`src/hw/wtd_cfg.svh`:
```
// Constants of the wake-up timer and peripheral clock divider
`ifndef WTD_CFG_SVH
`define WTD_CFG_SVH

// Divider register location and layout
`define WTD_RATIO_OFFSET 32'hE01FC100
`define WTD_SEL_LSB      0
`define WTD_SEL_MSB      1
`define WTD_RATIO_RESET  2'h0

// Divider select encodings
`define WTD_SEL_QUARTER  2'h0
`define WTD_SEL_EQUAL    2'h1
`define WTD_SEL_HALF     2'h2
`define WTD_SEL_RSVD     2'h3

// Wake-up count in oscillator clocks
`define WTD_WAKE_COUNT   13'h1000
`define WTD_WAKE_LAST    13'h0FFF

`endif

```
`src/hw/wtd_pkg.sv`:
```
// Types and helper functions of the wake-up timer block
package wtd_pkg;
`include "wtd_cfg.svh"

  // Sequencer states, one-hot
  typedef enum logic [5:0] {
    ST_OFF      = 6'h01,
    ST_WAIT_OSC = 6'h02,
    ST_COUNT    = 6'h04,
    ST_INIT     = 6'h08,
    ST_HOLD     = 6'h10,
    ST_RUN      = 6'h20
  } wtd_state_type;

  // Wake requests from the interrupt lines
  typedef struct packed {
    logic       rtc;
    logic [2:0] eint;
  } wtd_wake_type;

  // Register write strobe with data
  typedef struct packed {
    logic       wr;
    logic [7:0] data;
  } wtd_reg_wr_type;

  // Reserved select code must leave the ratio alone
  function automatic logic wtd_sel_ok(input logic [1:0] sel);
    wtd_sel_ok = (sel != `WTD_SEL_RSVD);
  endfunction

  // Last count of a peripheral clock period for a select code
  function automatic logic [1:0] wtd_last(input logic [1:0] sel);
    case (sel)
      `WTD_SEL_EQUAL: wtd_last = 2'h0;
      `WTD_SEL_HALF:  wtd_last = 2'h1;
      default:        wtd_last = 2'h3;
    endcase
  endfunction
endpackage

```
`src/hw/wtd_top.sv`:
```
// Wake-up timer sequencer with peripheral clock ratio register
`timescale 1ns/10ps
`include "wtd_cfg.svh"
module wtd_top (
  // Clock, reset, enable
  input  wire logic            clk,
  input  wire logic            resetn,
  input  wire logic            ce,
  // Reset sources
  input  wire logic            ext_rst_n,
  input  wire logic            wdt_rst,
  // Oscillator
  input  wire logic            osc_tick,
  output logic                 osc_en_q,
  // On-chip initialisation
  output logic                 init_en_q,
  input  wire logic            init_done,
  // Power-down and wake
  input  wire logic            pd_req,
  input  wtd_pkg::wtd_wake_type wake,
  input  wire logic            rtc_own_osc,
  output logic [3:0]           irq_q,
  output logic                 cpu_run_q,
  // Register port
  input  wtd_pkg::wtd_reg_wr_type reg_wr,
  output logic [7:0]           reg_rdata_q,
  // Peripheral clock enable
  output logic                 pclk_en_q
);
  import wtd_pkg::*;

  wtd_state_type state_q;
  wtd_state_type state_d;
  logic [12:0]   cnt_q;
  logic [3:0]    src_q;
  logic [1:0]    ratio_q;
  logic          ext_prev_q;
  logic          rst_evt;
  logic          rtc_hit;
  logic          wake_hit;
  logic          cnt_done;
  logic          ratio_wr;

  // Reset events: watchdog pulse or a falling external reset
  assign rst_evt  = wdt_rst | (ext_prev_q & ~ext_rst_n);
  // RTC wakes only when clocked from its own pins
  assign rtc_hit  = wake.rtc & rtc_own_osc;
  // Pin and mode setup is software's job before power-down
  assign wake_hit = (|wake.eint) | rtc_hit;
  assign cnt_done = (state_q == ST_COUNT) && osc_tick &&
                    (cnt_q == `WTD_WAKE_LAST);
  // Reserved select code is dropped at the write
  assign ratio_wr = reg_wr.wr &&
                    wtd_sel_ok(reg_wr.data[`WTD_SEL_MSB:`WTD_SEL_LSB]);

  // Sequencer next state; any reset event restarts the count
  always_comb begin
    state_d = state_q;
    case (state_q)
      ST_OFF: begin
        if (wake_hit) begin
          state_d = ST_WAIT_OSC;
        end
      end
      ST_WAIT_OSC: begin
        if (osc_tick) begin
          state_d = ST_COUNT;
        end
      end
      ST_COUNT: begin
        if (cnt_done) begin
          state_d = ST_INIT;
        end
      end
      ST_INIT: begin
        if (init_done) begin
          state_d = ST_HOLD;
        end
      end
      ST_HOLD: begin
        if (ext_rst_n) begin
          state_d = ST_RUN;
        end
      end
      ST_RUN: begin
        if (pd_req) begin
          state_d = ST_OFF;
        end
      end
      default: begin
        state_d = ST_WAIT_OSC;
      end
    endcase
    if (rst_evt) begin
      state_d = ST_WAIT_OSC;
    end
  end

  // State and sequencer outputs
  always_ff @(posedge clk) begin
    if (!resetn) begin
      state_q    <= ST_WAIT_OSC;
      osc_en_q   <= 1'b1;
      init_en_q  <= 1'b0;
      cpu_run_q  <= 1'b0;
      ext_prev_q <= 1'b1;
    end else if (ce) begin
      state_q    <= state_d;
      osc_en_q   <= (state_d != ST_OFF);
      init_en_q  <= (state_d == ST_INIT);
      cpu_run_q  <= (state_d == ST_RUN);
      ext_prev_q <= ext_rst_n;
    end
  end

  // Oscillator clock counter, held clear outside the count state
  always_ff @(posedge clk) begin
    if (!resetn) begin
      cnt_q <= 13'h0000;
    end else if (ce) begin
      if (state_q != ST_COUNT || rst_evt) begin
        cnt_q <= 13'h0000;
      end else if (osc_tick) begin
        cnt_q <= cnt_q + 13'h0001;
      end
    end
  end

  // Wake sources are held until the count expires, then passed on
  always_ff @(posedge clk) begin
    if (!resetn) begin
      src_q <= 4'h0;
      irq_q <= 4'h0;
    end else if (ce) begin
      irq_q <= (cnt_done && !rst_evt) ? src_q : 4'h0;
      if (rst_evt || cnt_done) begin
        src_q <= 4'h0;
      end else if (state_q == ST_OFF && wake_hit) begin
        src_q <= {rtc_hit, wake.eint};
      end
    end
  end

  // Ratio register; every reset brings back quarter rate
  always_ff @(posedge clk) begin
    if (!resetn) begin
      ratio_q     <= `WTD_RATIO_RESET;
      reg_rdata_q <= 8'h00;
    end else if (ce) begin
      if (rst_evt) begin
        ratio_q <= `WTD_RATIO_RESET;
      end else if (ratio_wr) begin
        ratio_q <= reg_wr.data[`WTD_SEL_MSB:`WTD_SEL_LSB];
      end
      // Reserved bits read as zero, never stored
      reg_rdata_q <= {6'h00, ratio_q};
    end
  end

  // Enable generator; it waits for a period end before switching
  wtd_clkdiv u_div (
    .clk       (clk),
    .resetn    (resetn),
    .ce        (ce),
    .div_rst   (rst_evt),
    .sel       (ratio_q),
    .pclk_en_q (pclk_en_q)
  );

  // Last counted tick leads straight into init
  property p_count;
    @(posedge clk) disable iff (!resetn)
      (ce && cnt_done && !rst_evt) |=> init_en_q && state_q == ST_INIT;
  endproperty
  a_count: assert property (p_count)
    else $error("init not started after wake count");

  // Processor released only from hold with reset high
  property p_run;
    @(posedge clk) disable iff (!resetn)
      $rose(cpu_run_q) |-> $past(state_q) == ST_HOLD && $past(ext_rst_n);
  endproperty
  a_run: assert property (p_run)
    else $error("processor released too early");

  // Reset event always restarts the sequence
  property p_rst;
    @(posedge clk) disable iff (!resetn)
      (ce && rst_evt) |=> state_q == ST_WAIT_OSC && !cpu_run_q && osc_en_q;
  endproperty
  a_rst: assert property (p_rst)
    else $error("reset did not restart wake sequence");

  // Power-down stops the oscillator
  property p_pd;
    @(posedge clk) disable iff (!resetn)
      (ce && state_q == ST_RUN && pd_req && !rst_evt)
        |=> !osc_en_q && state_q == ST_OFF;
  endproperty
  a_pd: assert property (p_pd)
    else $error("oscillator not stopped in power-down");

  // RTC on a foreign clock must not wake
  property p_rtc;
    @(posedge clk) disable iff (!resetn)
      (ce && state_q == ST_OFF && !rtc_own_osc && wake.eint == 3'h0 &&
       !rst_evt) |=> state_q == ST_OFF;
  endproperty
  a_rtc: assert property (p_rtc)
    else $error("woke without an enabled source");

  // Interrupts only leave at count expiry
  property p_irq;
    @(posedge clk) disable iff (!resetn)
      (irq_q != 4'h0) |-> $past(state_q) == ST_COUNT &&
                          state_q == ST_INIT;
  endproperty
  a_irq: assert property (p_irq)
    else $error("wake interrupt delivered before expiry");

  // Reserved select write leaves the ratio unchanged
  property p_ign;
    @(posedge clk) disable iff (!resetn)
      (ce && reg_wr.wr && reg_wr.data[1:0] == `WTD_SEL_RSVD && !rst_evt)
        |=> ratio_q == $past(ratio_q);
  endproperty
  a_ign: assert property (p_ign)
    else $error("reserved select value was stored");

  // Quarter rate after reset, reserved bits read zero
  property p_rst_ratio;
    @(posedge clk)
      !resetn |=> ratio_q == `WTD_SEL_QUARTER ##1 reg_rdata_q == 8'h00;
  endproperty
  a_rst_ratio: assert property (p_rst_ratio)
    else $error("ratio not quarter after reset");
endmodule

```
`src/hw/wtd_clkdiv.sv`:
```
// Peripheral clock enable divider with boundary-aligned ratio changes
`timescale 1ns/10ps
`include "wtd_cfg.svh"
module wtd_clkdiv (
  // Clock, reset, enable
  input  wire logic       clk,
  input  wire logic       resetn,
  input  wire logic       ce,
  input  wire logic       div_rst,
  // Requested select code
  input  wire logic [1:0] sel,
  // Peripheral clock enable pulse
  output logic            pclk_en_q
);
  import wtd_pkg::*;

  logic [1:0] cnt_q;
  logic [1:0] cnt_d;
  logic [1:0] sel_act_q;
  logic       at_end;

  // End of the running period; new ratio is only picked up here
  assign at_end = (cnt_q == wtd_last(sel_act_q));
  assign cnt_d  = at_end ? 2'h0 : cnt_q + 2'h1;

  // Counter, active ratio and enable pulse
  always_ff @(posedge clk) begin
    if (!resetn || div_rst) begin
      cnt_q     <= 2'h0;
      sel_act_q <= `WTD_SEL_QUARTER;
      pclk_en_q <= 1'b0;
    end else if (ce) begin
      cnt_q     <= cnt_d;
      pclk_en_q <= at_end;
      if (at_end) begin
        sel_act_q <= sel;
      end
    end
  end

  // Half ratio toggles the enable on every enabled cycle
  property p_half;
    @(posedge clk) disable iff (!resetn || div_rst)
      (ce && sel_act_q == `WTD_SEL_HALF) |=> pclk_en_q != $past(pclk_en_q);
  endproperty
  a_half: assert property (p_half)
    else $error("half ratio enable pattern broken");

  // Ratio switches only at a period boundary
  property p_bound;
    @(posedge clk) disable iff (!resetn || div_rst)
      ##1 (sel_act_q != $past(sel_act_q)) |-> $past(at_end) && $past(ce);
  endproperty
  a_bound: assert property (p_bound)
    else $error("ratio changed inside a period");

  // Equal ratio enables every cycle
  property p_equal;
    @(posedge clk) disable iff (!resetn || div_rst)
      (ce && sel_act_q == `WTD_SEL_EQUAL && sel == `WTD_SEL_EQUAL)
        [*2] |-> ##1 pclk_en_q;
  endproperty
  a_equal: assert property (p_equal)
    else $error("equal ratio did not enable every cycle");
endmodule

```
`config.mk`:
```
export PLATFORM = sky130hd
export DESIGN_NAME = wtd_top
export DESIGN_NICKNAME = d
export VERILOG_FILES = /design/src/hw/wtd_pkg.sv /design/src/hw/wtd_top.sv /design/src/hw/wtd_clkdiv.sv
export VERILOG_INCLUDE_DIRS = /design/src /design/src/hw
export SDC_FILE = /design/constraint.sdc
export NUM_CORES = 1
export LEC_CHECK = 0
export BUFFER_PORTS_ARGS = -buffer_cell sky130_fd_sc_hd__buf_2
export CAP_MARGIN = 10
export CORE_AREA = 2 2 59 117
export CTS_BUF_LIST = sky130_fd_sc_hd__clkbuf_4 sky130_fd_sc_hd__clkbuf_8 sky130_fd_sc_hd__clkbuf_16
export DETAILED_ROUTE_END_ITERATION = 6
export DIE_AREA = 0 0 61 119
export PLACE_DENSITY = 0.62
export RECOVER_POWER = 25
export SYNTH_ARGS = -nofsm -noshare
export SYNTH_HDL_FRONTEND = slang
export SYNTH_SLANG_ARGS = --single-unit
```
`constraint.sdc`:
```
create_clock -name clk -period 1.8 [get_ports clk]
set_input_delay 0.09 -clock clk [delete_from_list [all_inputs] [get_ports clk]]
set_output_delay 0.09 -clock clk [all_outputs]
set_load 0.02 [all_outputs]
```
# Word-level counts from Yosys, hierarchy flattened
# Cells that the tools add are included.
# totals
regBits	40
input_bits	22
word_cells	70
# op_classes
add_sub_neg	2
eq_ne	15
n_mux	17
n_bitwise	5
n_reduce_logical	18
# op_table
op	count
$mux 6	7
$pmux 6 s6	1
$mux 13	2
$add 13x1->13 const B	1
$eq 13x12->1 const B	1
$eq 6x4->1 const B	2
$eq 6x6->1 const B	2
$mux 4	3
$reduce_and 2->1	4
$eq 6x1->1 const B	1
$eq 6x2->1 const B	1
$eq 6x3->1 const B	1
$eq 6x5->1 const B	1
$mux 2	3
$ne 6x1->1 const B	1
$ne 6x3->1 const B	1
$reduce_bool 2->1	3
$logic_and 1x1->1	5
$pmux 2 s2	1
$logic_or 1x1->1	3
$reduce_or 3->1	1
$add 2x1->2 const B	1
$and 1x1->1	2
$eq 2x1->1 const B	1
other kinds (6)	8

# Longest topological paths before layout
# Gate-level depths: netlist of run 1.
# depth
depth_word	7
ltp_mapped	7
ltp_nobuf	6

# By module
# Synthesis of run 1 repeated with hierarchy kept, for this count alone.
# unflattened
hier_cells	251
hier_area_um2	2193.4
# modules_own_cells
mod	n_inst	cells_each	area_each_um2
wtd_top	1	222	1934.4
wtd_clkdiv	1	29	259.0

# Worst setup path before layout of run 1
# OpenSTA, ideal clock, no wires.
# synth_path
path_type	flip-flop to flip-flop
start	reg cnt_q[0]
end	reg src_q[0]
setup_ns	0.117
arrival_ns	1.748
path_slack_ns	-0.065
stages_incl_launch_ff	7
n_path_buf	0
period_less_slack_ns	1.865
path_cell_list	dfxtp_1 > ha_1 > nand4_1 > or4_4 > nor3_4 > o31ai_2 > a22o_1
# synth_via
elab_chain_cells	5
word_cells_on_any_way	6
cone_classes	1 x eq/ne; 1 x mux; 4 x reduce/logical
# synth_lines
element	line_no	rtl
from (decl)	wtd_top.sv:34	logic [12:0] cnt_q;
from (signal assigned)	wtd_top.sv:124	cnt_q <= cnt_q + 13'h0001;
$eq 13x12->1 (no source line) *	--	
$logic_and 1x1->1 *	wtd_top.sv:50	assign cnt_done = (state_q == ST_COUNT) && osc_tick &&
$logic_or 1x1->1 *	wtd_top.sv:136	if (rst_evt || cnt_done) begin
$reduce_bool 2->1 (no source line)	--	
$reduce_and 2->1 (no source line)	--	
to (signal assigned)	wtd_top.sv:139	src_q <= {rtc_hit, wake.eint};
to (decl)	wtd_top.sv:35	logic [3:0] src_q;
# Mark *: on every way between the ends. The rest lies on a longest branch, timed or not.
# A chain may end at the register's enable or synchronous reset.

# Worst setup path after layout of run 1
# layout_path
start	reg state_q[2]
end	reg osc_en_q
# layout_via
elab_chain_cells	7
word_cells_on_any_way	17
cone_classes	7 x eq/ne; 8 x mux; 2 x reduce/logical
# layout_lines
element	line_no	rtl
from (decl)	wtd_top.sv:32	wtd_state_type state_q;
from (signal assigned)	wtd_top.sv:108	state_q <= state_d;
$eq 6x3->1	wtd_top.sv:50, wtd_top.sv:59	
$logic_and 1x1->1 (2 in series)	wtd_top.sv:50	
$mux 6	wtd_top.sv:71	if (cnt_done) begin
$pmux 6 s6 *	wtd_top.sv:59	case (state_q)
$mux 6 *	wtd_top.sv:94	if (rst_evt) begin
$ne 6x1->1 *	wtd_top.sv:109	osc_en_q <= (state_d != ST_OFF);
to (signal assigned)	wtd_top.sv:109	
to (decl)	wtd_top.sv:14	output logic osc_en_q,
# Marked as above.

==> metrics.txt, run 1 <==
status=complete, no violations; Comb pwr share=0.088; GRT Total Usage=0.147; Detailed Routing Iterations Pass 1=4; Startpoint Class=flop; Vias/cell=5.03; EDFF count, synth=0; Max Cap Violations=0; Die Area=7260 um2; Routed wire per std cell=13.1 um; CTS tree=yes; vias in the first global route=1914; sequential power share=0.434; setup TNS=0 ns; via count=2007; Nets=334; post-synthesis area per instance=8.40 um2; Most used DFF post-synth=dfxtp_1; Initial Util=0.334; worst-path maximum fanout=5; RSZ-0062 raised after global routing=yes; Slew Viols, Final=0; antenna-violating nets left=0; Pwr per Cell Area=738 nW/um2; first-pass GRT wire length=8.52 mm; area growth from synthesis to layout=29.8%; IO Port Bufs=25; final WL=5.23 mm; most common cell in the netlist=dfxtp_1; initial antenna violation count=0; Mapped Area=2160 um2; share of cells above drive strength 1=0.280; Clock Tree Buf Depth=2; final setup violating endpoints=0; Int Power=1620 uW; Net Switching=452 uW; pin count of the biggest net entering global routing=20; CTS Sinks=40; RD Place Congestion=0.869; H-Tree Depth=2; Fin Hold WS=0.0450 ns; post-route setup slack=0.0508 ns; Boundary Pins=38; Chip Width=61 um; DP Wirelength=3.86 mm; die height=119 um; Synth warnings=0; worst vdd ir=0.585 mV; clock period minus worst slack=1.75 ns; post-synth top area share=0.371; synthesized flop and latch total=40; Netlist cell types=56; final period utilization=0.972; fmax=0.572 GHz; clk root buf=clkbuf_16; switching part of the total power=0.218; post-synthesis sequential area ratio=0.371; LEAKAGE=0.00108 uW; clock share of power=0.478; Synth async-reset ratio=0; residual DRC count=0; HP Class=in -> reg; Cell Rows=42; main area contributors after synthesis=dfxtp_1, nor2_1, nand2_1, xor2_1, mux2i_1; Worst Path Arrival=1.91 ns; dpl cells=387; FILL cells=644; skew final=0.00375 ns; dpl ws=-0.0138 ns; Post-CTS Hold Fix Bufs=0; Core ar.=6460 um2; clk_lat worst skew=0.27 ns; Initial DRC Count=79; Finished Layout Cells=399; Required @ worst endpoint=1.96 ns; Inserted Diodes=0; CP Capture Type=flop; total CTS buffers=5; clock slew at reported path FFs=0.06 ns; Congestion Overflow GR=0; endpoints failing hold=0; cell taking the most area after synthesis=dfxtp_1; critical path class=reg -> reg; top cells by count, synth=dfxtp_1, nor2_1, nand2_1; Post-Syn Instances=257
## final timing paths
path                            cells after the start               startpoint  slack [ns]                     end
worst min register to register                      2   init_en_q$_SDFFE_PN0P_        0.45  init_en_q$_SDFFE_PN0P_
worst max register to register                      5  state_q[2]$_SDFFE_PN0P_        0.05   osc_en_q$_SDFFE_PN1P_
worst min-delay path                                2                  wake[1]        0.04   src_q[1]$_SDFFE_PN0P_
worst max-delay path                                5  state_q[2]$_SDFFE_PN0P_        0.05   osc_en_q$_SDFFE_PN1P_
## what timing repair did
item / CTS / global route
resized for setup: 2 / 17
setup endpoints to repair: 5 / 15
pin swaps: 1 / 7
buffers inserted: 0 / 4
## through the flow
step / total power (uW) / instance area, um2 / utilization
3_5_place_dp: 1090 / 2550 / 0.394
4_1_cts: 2080 / 2720 / 0.421
5_1_grt: 2150 / 2800 / 0.433
6_report: 2070 / 2800 / 0.433
2_1_floorplan: 1030 / 2180 / -
3_3_place_gp: 1090 / 2550 / 0.394
## routing by layer
layer | GRT usage | vias up | part of all wire
li1 | - | 1010 | -
met1 | 0.191 | 949 | 0.44
met2 | 0.245 | 44 | 0.51
met3 | 0.0315 | 4 | 0.037
met4 | 0.0313 | 0 | 0.0063
met5 | 0 | - | 0
## state kept, by name, summed over array words and instances, names as in the netlist
signal,flops
osc_en_q,1
cnt_q,13
irq_q,4
u_div.sel_act_q,2
cpu_run_q,1
ext_prev_q,1
ratio_q,2
src_q,4
u_div.pclk_en_q,1
reg_rdata_q,2
u_div.cnt_q,2
init_en_q,1
state_q,6
## cell families after synthesis
kind of cell               share of synthesized area
other                                        0.00174
and+or+nand+nor                                0.304
AOI/OAI and AO/OA                              0.176
DFF                                            0.371
muxes                                         0.0325
adders and majority gates                     0.0116
buffers and inverters                         0.0580
xor gates and xnor gates                      0.0446
## power groups by stage
stage               registers (uW)  logic, uW  clock network [uW]
global route                   899        196                1060
global placement               919        167                   0
floorplan                      919        112                   0
detailed placement             919        170                   0
finish                         898        181                 989
CTS                            899        172                1010
## worst max-delay path, stage by stage, from the launching register on
cell and delay (ns):
dfxtp_1 0.35, or4_4 0.49, or3_4 0.37, o211ai_4 0.09, nor2_2 0.06, o32a_1 0.28
## layout by cell type, fill, tap and decap left out, drive strengths merged, types with 2 or more instances in the layout
master,n
nand2,24
nand4,6
o21ai,13
nor2,28
o21a,3
dfxtp,40
nor4,4
nand2b,8
inv,4
nor3,9
o211ai,2
nand3,13
nand3b,2
o311ai,2
nor3b,5
ha,2
mux2i,7
o31ai,3
nor2b,8
and3,2
xor2,9
clkbuf,12
or4,2
conb,6
a22o,3
xnor2,2
a21oi,10
a21boi,10
buf,54
## layout make-up
cell class | count | area, um2 | share of cell area
timing repair buffer | 61 | 394 | 0.141
sequential | 40 | 811 | 0.289
multi-input combinational | 198 | 1300 | 0.465
tap | 88 | 110 | 0.0393
inverter | 4 | 15.0 | 0.00536
clock inverter | 3 | 42.5 | 0.0152
clock buffer | 5 | 125 | 0.0447
Note: power is estimated with default switching activity, not from simulation.
==> inputs of run 2 (changes only) <==
ABC_AREA = 1   (was unset)
CORE_AREA = 2 2 58 115   (was 2 2 59 117)
DIE_AREA = 0 0 60 117   (was 0 0 61 119)
==> metrics.txt, run 2 <==
H-Tree Depth=2 (unchanged); Boundary Pins=38 (unchanged); Startpoint Class=flop; Synth async-reset ratio=0 (unchanged); Cell Rows=41 (-2.4%); most frequent cells in the layout=nand2_1, dfxtp_1, nor2_1; GRT Total Usage=0.143 (-0.00474); Congestion Overflow GR=0 (unchanged); max reg flops=13 (unchanged); Routed wire per std cell=11.4 um (-13%); post-synthesis area per instance=7.21 um2 (-14%); Net Switching=488 uW (+7.9%); DP Wirelength=3.44 mm (-11%); Chip Width=60 um (-1.6%); Initial DRC Count=87 (+10%); post-synthesis sequential area ratio=0.381 (+0.0104); most common cell in the netlist=nand2_1; Clock Tree Buf Depth=2 (unchanged); clk root buf=clkbuf_16; synthesized flop and latch total=40 (unchanged); fmax=0.644 GHz (+13%); CP Launch Point=cnt_q[0]$_SDFFE_PN0P_; clock share of power=0.471 (-0.007); Synth Area in Compound Gates=0.184 (+0.00732); Detailed Routing Iterations Pass 1=4 (unchanged); Most used DFF post-synth=dfxtp_1; Worst Path Arrival=1.73 ns (-0.18 ns); sequential power share=0.435 (about the same); critical path class=reg -> reg; XOR/XNOR share of the synthesized area=0.0125 (-0.0321); Top Registers=cnt_q x13, state_q x6; share of cells above drive strength 1=0.186 (-0.0934); worst vdd ir=0.515 mV (-12%); Inserted Diodes=0 (unchanged); Initial Util=0.338 (+0.00432); switching part of the total power=0.230 (+0.0113); die height=117 um (-1.7%); LEAKAGE=0.000990 uW (-8.3%); Int Power=1640 uW (+1.2%); IO Port Bufs=25 (unchanged); endpoints failing hold=0 (unchanged); Mapped Area=2100 um2 (-2.7%); RSZ-0062 raised after global routing=no; residual DRC count=0 (unchanged); antenna-violating nets left=0 (unchanged); status=complete, no violations; clock period minus worst slack=1.55 ns (-0.196 ns); cell taking the most area after synthesis=dfxtp_1; CP Capture Type=flop; post-synth top area share=0.381 (+0.0104); reg2reg end=src_q[3]$_SDFFE_PN0P_; Netlist cell types=35 (-38%); area growth from synthesis to layout=17.8%; Comb pwr share=0.094 (+0.006); Post-Synth Adder-Cell Area=0.0119 (+0.000325); Core ar.=6210 um2 (-4.0%); worst reg-to-reg path cell count=10 (+5); final WL=4.65 mm (-11%); total CTS buffers=5 (unchanged); Post-CTS Hold Fix Bufs=0 (unchanged); Post-CTS Setup Bufs=0 (unchanged); HP Class=in -> reg; largest family of logic cells by synthesized area=simple AND/OR/NAND/NOR gates; Slew Viols, Final=0 (unchanged); area after detailed placement=2320 um2 (-9.0%); Post-Syn Instances=291 (+13%); clk_lat worst skew=0.28 ns (about the same); crit path to=src_q[3]$_SDFFE_PN0P_; origin of the critical flop-to-flop path=cnt_q[0]$_SDFFE_PN0P_; CTS Sinks=40 (unchanged); Required @ worst endpoint=1.97 ns (about the same); vias in the first global route=1771 (-7.5%); Final Cell Area=2470 um2 (-12%); mux contribution to synthesized area=0 (-0.0325); Synth warnings=0 (unchanged); Final Util=0.398 (-0.0351); setup TNS=0 ns (unchanged); skew final=0.00395 ns (+0.000198 ns); Max Cap Violations=0 (unchanged); Die Area=7020 um2 (-3.3%); clock slew at reported path FFs=0.06 ns (about the same); Pwr per Cell Area=859 nW/um2 (+16%); top cells by count, synth=nand2_1, dfxtp_1, nor2_1; first-pass GRT wire length=7.76 mm (-8.9%); RD Place Congestion=0.831 (-4.4%); CTS tree=yes; Nets=345 (+3.3%); Vias/cell=4.78 (-5.0%); pin count of the biggest net entering global routing=24 (+20%); Post-CTS Resized=0 (-2); worst-path maximum fanout=5 (unchanged); Largest Register=cnt_q; commonest non-fill, non-tap cell in the layout=nand2_1; final period utilization=0.863 (-0.109); EDFF count, synth=0 (unchanged); simple logic cell fraction of the synthesized area=0.323 (+0.0187); final setup violating endpoints=0 (unchanged); initial antenna violation count=0 (unchanged); Fin Hold WS=0.0974 ns (+0.0524 ns); via count=1950 (-2.8%); FF-to-FF setup slack=0.25 ns (+0.20 ns); main area contributors after synthesis=dfxtp_1, nand2_1, a21oi_1, nor2_1, inv_1
## run 2: power groups by stage
stage                     Clock (uW)  Sequential [uW]  Combinational [uW]
final                           1000              924                 199
after global routing            1060              926                 223
after floorplan                    0              951                 134
after CTS                       1020              923                 202
after detailed placement           0              943                 201
after global placement             0              942                 197
## run 2: routing by layer
metal  track usage  vias to the layer above  routed length, um
met5             0                        -                  0
met4        0.0489                        0                 69
met3        0.0297                        7                200
met2         0.234                       43               2200
met1         0.182                      896               2170
li1              -                     1004                  -
## run 2: metrics by stage
| step | total power [uW] | cells | setup slack (ns) |
|---|---|---|---|
| floorplan | 1080 | 296 | 0.344 |
| global placement | 1140 | 400 | 0.306 |
| detailed placement | 1140 | 400 | 0.258 |
| CTS | 2150 | 408 | 0.251 |
| global route | 2210 | 408 | 0.102 |
| finish | 2120 | 408 | 0.247 |
## run 2: cell type report
class                      instances  area, um2
tap                               86        108
timing repair buffer              30        150
clock inverter                     2       35.0
sequential                        40        801
clock buffer                       6        133
fill                             657       3730
multi-input combinational        215       1140
inverter                          29        109
## run 2: logic make-up (layout without fill, tap and decap cells)
family | count (synthesis) | in the layout
xor+xnor | 3 | 3
other cells | 1 | 6
flops | 40 | 40
fa+ha+maj | 2 | 2
buf+inv | 41 | 67
simple gates | 139 | 139
compound gates | 65 | 65
## run 2: how the worst min path moves through the flow
stage	end	depth (start not counted)	startpoint
floorplan	irq_q[0]$_SDFFE_PN0P_	2	resetn
global placement	src_q[2]$_SDFFE_PN0P_	3	wake[2]
detailed placement	src_q[2]$_SDFFE_PN0P_	3	wake[2]
CTS	src_q[2]$_SDFFE_PN0P_	3	wake[2]
global route	src_q[2]$_SDFFE_PN0P_	3	wake[2]
finish	src_q[2]$_SDFFE_PN0P_	3	wake[2]
## run 2: critical path: stages (launching register included)
cell	delay [ns]
dfxtp_1	0.38
ha_1	0.19
nand2_1	0.08
nor2_2	0.12
nand2_2	0.09
nor2_4	0.15
nand2_4	0.09
nand3_2	0.08
nand2_2	0.08
o21ai_1	0.12
nor2_1	0.06
==> inputs of run 3 (changes only) <==
CTS_BUF_LIST = unset   (was sky130_fd_sc_hd__clkbuf_4 sky130_fd_sc_hd__clkbuf_8 sky130_fd_sc_hd__clkbuf_16)
==> metrics.txt, run 3 (synthesized netlist as in run 2, its figures left out) <==
status=complete, no violations; Nets=345 (unchanged); clock period minus worst slack=1.55 ns (-0.000957 ns); Initial DRC Count=90 (+3.4%); critical path class=reg -> reg; Core ar.=6210 um2 (unchanged); Detailed Routing Iterations Pass 1=4 (unchanged); H-Tree Depth=2 (unchanged); LEAKAGE=0.000986 uW (-0.35%); IO Port Bufs=25 (unchanged); sequential power share=0.439 (+0.004); Pwr per Cell Area=852 nW/um2 (-0.75%); Final Util=0.398 (-0.000605); final setup violating endpoints=0 (unchanged); total CTS buffers=5 (unchanged); RD Place Congestion=0.831 (unchanged); pin count of the biggest net entering global routing=24 (unchanged); Comb pwr share=0.094 (about the same); worst vdd ir=0.515 mV (about the same); switching part of the total power=0.230 (about the same); RSZ-0062 raised after global routing=no; Routed wire per std cell=11.3 um (-0.58%); endpoints failing hold=0 (unchanged); Int Power=1620 uW (-0.93%); clock share of power=0.467 (-0.004); Cell Rows=41 (unchanged); Boundary Pins=38 (unchanged); final period utilization=0.862 (about the same); crit-path cells=ha_1 -> nand2_1 -> nor2_2 -> nand2_2 -> nor2_4 -> nand2_4 -> nand3_2 -> nand2_2 -> o21ai_1 -> nor2_1; residual DRC count=0 (unchanged); Max Cap Violations=0 (unchanged); Post-CTS Setup Bufs=0 (unchanged); Required @ worst endpoint=1.97 ns (about the same); Crit-path slowest cell=dfxtp_1; FF-to-FF setup slack=0.25 ns (about the same); crit-path max cell delay=0.38 ns (about the same); clock slew at reported path FFs=0.06 ns (about the same); fmax=0.644 GHz (about the same); most frequent CP cell=nand2_2; Net Switching=484 uW (-0.83%); HP Class=in -> reg; most frequent cells in the layout=nand2_1, dfxtp_1, nor2_1; worst-path maximum fanout=5 (unchanged); Fin Hold WS=0.0980 ns (+0.000547 ns); antenna-violating nets left=0 (unchanged); CTS tree=yes; Top Registers=cnt_q x13, state_q x6; CTS Sinks=40 (unchanged); Startpoint Class=flop; skew final=0.00282 ns (-0.00113 ns); clk root buf=clkbuf_16; Clock Tree Buf Depth=2 (unchanged); Slew Viols, Final=0 (unchanged); initial antenna violation count=0 (unchanged); via count=1950 (unchanged); vias in the first global route=1772 (+0.056%); area growth from synthesis to layout=17.6%; Largest Register=cnt_q; Inserted Diodes=0 (unchanged); GRT Total Usage=0.143 (unchanged); share of cells above drive strength 1=0.183 (-0.00311); final WL=4.62 mm (-0.58%); clk_lat worst skew=0.28 ns (about the same); setup TNS=0 ns (unchanged); Congestion Overflow GR=0 (unchanged); Post-CTS Hold Fix Bufs=0 (unchanged); Initial Util=0.338 (unchanged); CP Capture Type=flop; commonest non-fill, non-tap cell in the layout=nand2_1; first-pass GRT wire length=7.76 mm (unchanged); die height=117 um (unchanged); Vias/cell=4.78 (unchanged); max reg flops=13 (unchanged); DP Wirelength=3.44 mm (unchanged); Die Area=7020 um2 (unchanged); Chip Width=60 um (unchanged); Worst Path Arrival=1.72 ns (about the same); Post-CTS Resized=0 (unchanged)
-- run 3: final cells by class --
cell class	instances	area [um2]
clock inverters	2	35.0
repair buffers	30	150
clock buffers	6	129
flip-flops and latches	40	801
inverters	29	109
multi-input cells	215	1140
well taps	86	108
fillers	656	3740
-- run 3: power by group through the flow --
stage / Combinational, uW / Clock [uW] / Sequential, uW
2_1_floorplan: 134 / 0 / 951
3_3_place_gp: 197 / 0 / 942
3_5_place_dp: 201 / 0 / 943
4_1_cts: 202 / 1010 / 923
5_1_grt: 223 / 1040 / 926
6_report: 199 / 982 / 924
-- run 3: metrics by stage --
| stage | cell area [um2] | total power [uW] | worst slack [ns] | std cells |
|---|---|---|---|---|
| 3_3_place_gp | 2320 | 1140 | 0.306 | 400 |
| 3_5_place_dp | 2320 | 1140 | 0.258 | 400 |
| 2_1_floorplan | 2120 | 1080 | 0.344 | 296 |
| 4_1_cts | 2480 | 2130 | 0.251 | 408 |
| 6_report | 2470 | 2100 | 0.248 | 408 |
| 5_1_grt | 2470 | 2190 | 0.102 | 408 |
-- run 3: metal layers --
metal	part of all wire	global-route usage	up-vias	wire length, um
li1	-	-	1005	-
met1	0.46	0.182	895	2140
met2	0.47	0.234	41	2190
met3	0.044	0.0297	9	201
met4	0.019	0.0489	0	86
met5	0	0	-	0
-- run 3: critical path, delay by kind of cell (launching register included) --
kind	cells	cell delay [ns]
simple gates	8	0.74
fa+ha+maj	1	0.19
compound gates	1	0.12
flops	1	0.38
-- run 3: worst paths after layout --
check                                                     start                               to  cells past startpoint
worst min register to register  u_div.sel_act_q[0]$_SDFFE_PP0P_  u_div.sel_act_q[0]$_SDFFE_PP0P_                      2
worst max-delay path                      cnt_q[0]$_SDFFE_PN0P_            src_q[3]$_SDFFE_PN0P_                     10
worst max register to register            cnt_q[0]$_SDFFE_PN0P_            src_q[3]$_SDFFE_PN0P_                     10
worst min-delay path                                    wake[2]            src_q[2]$_SDFFE_PN0P_                      3
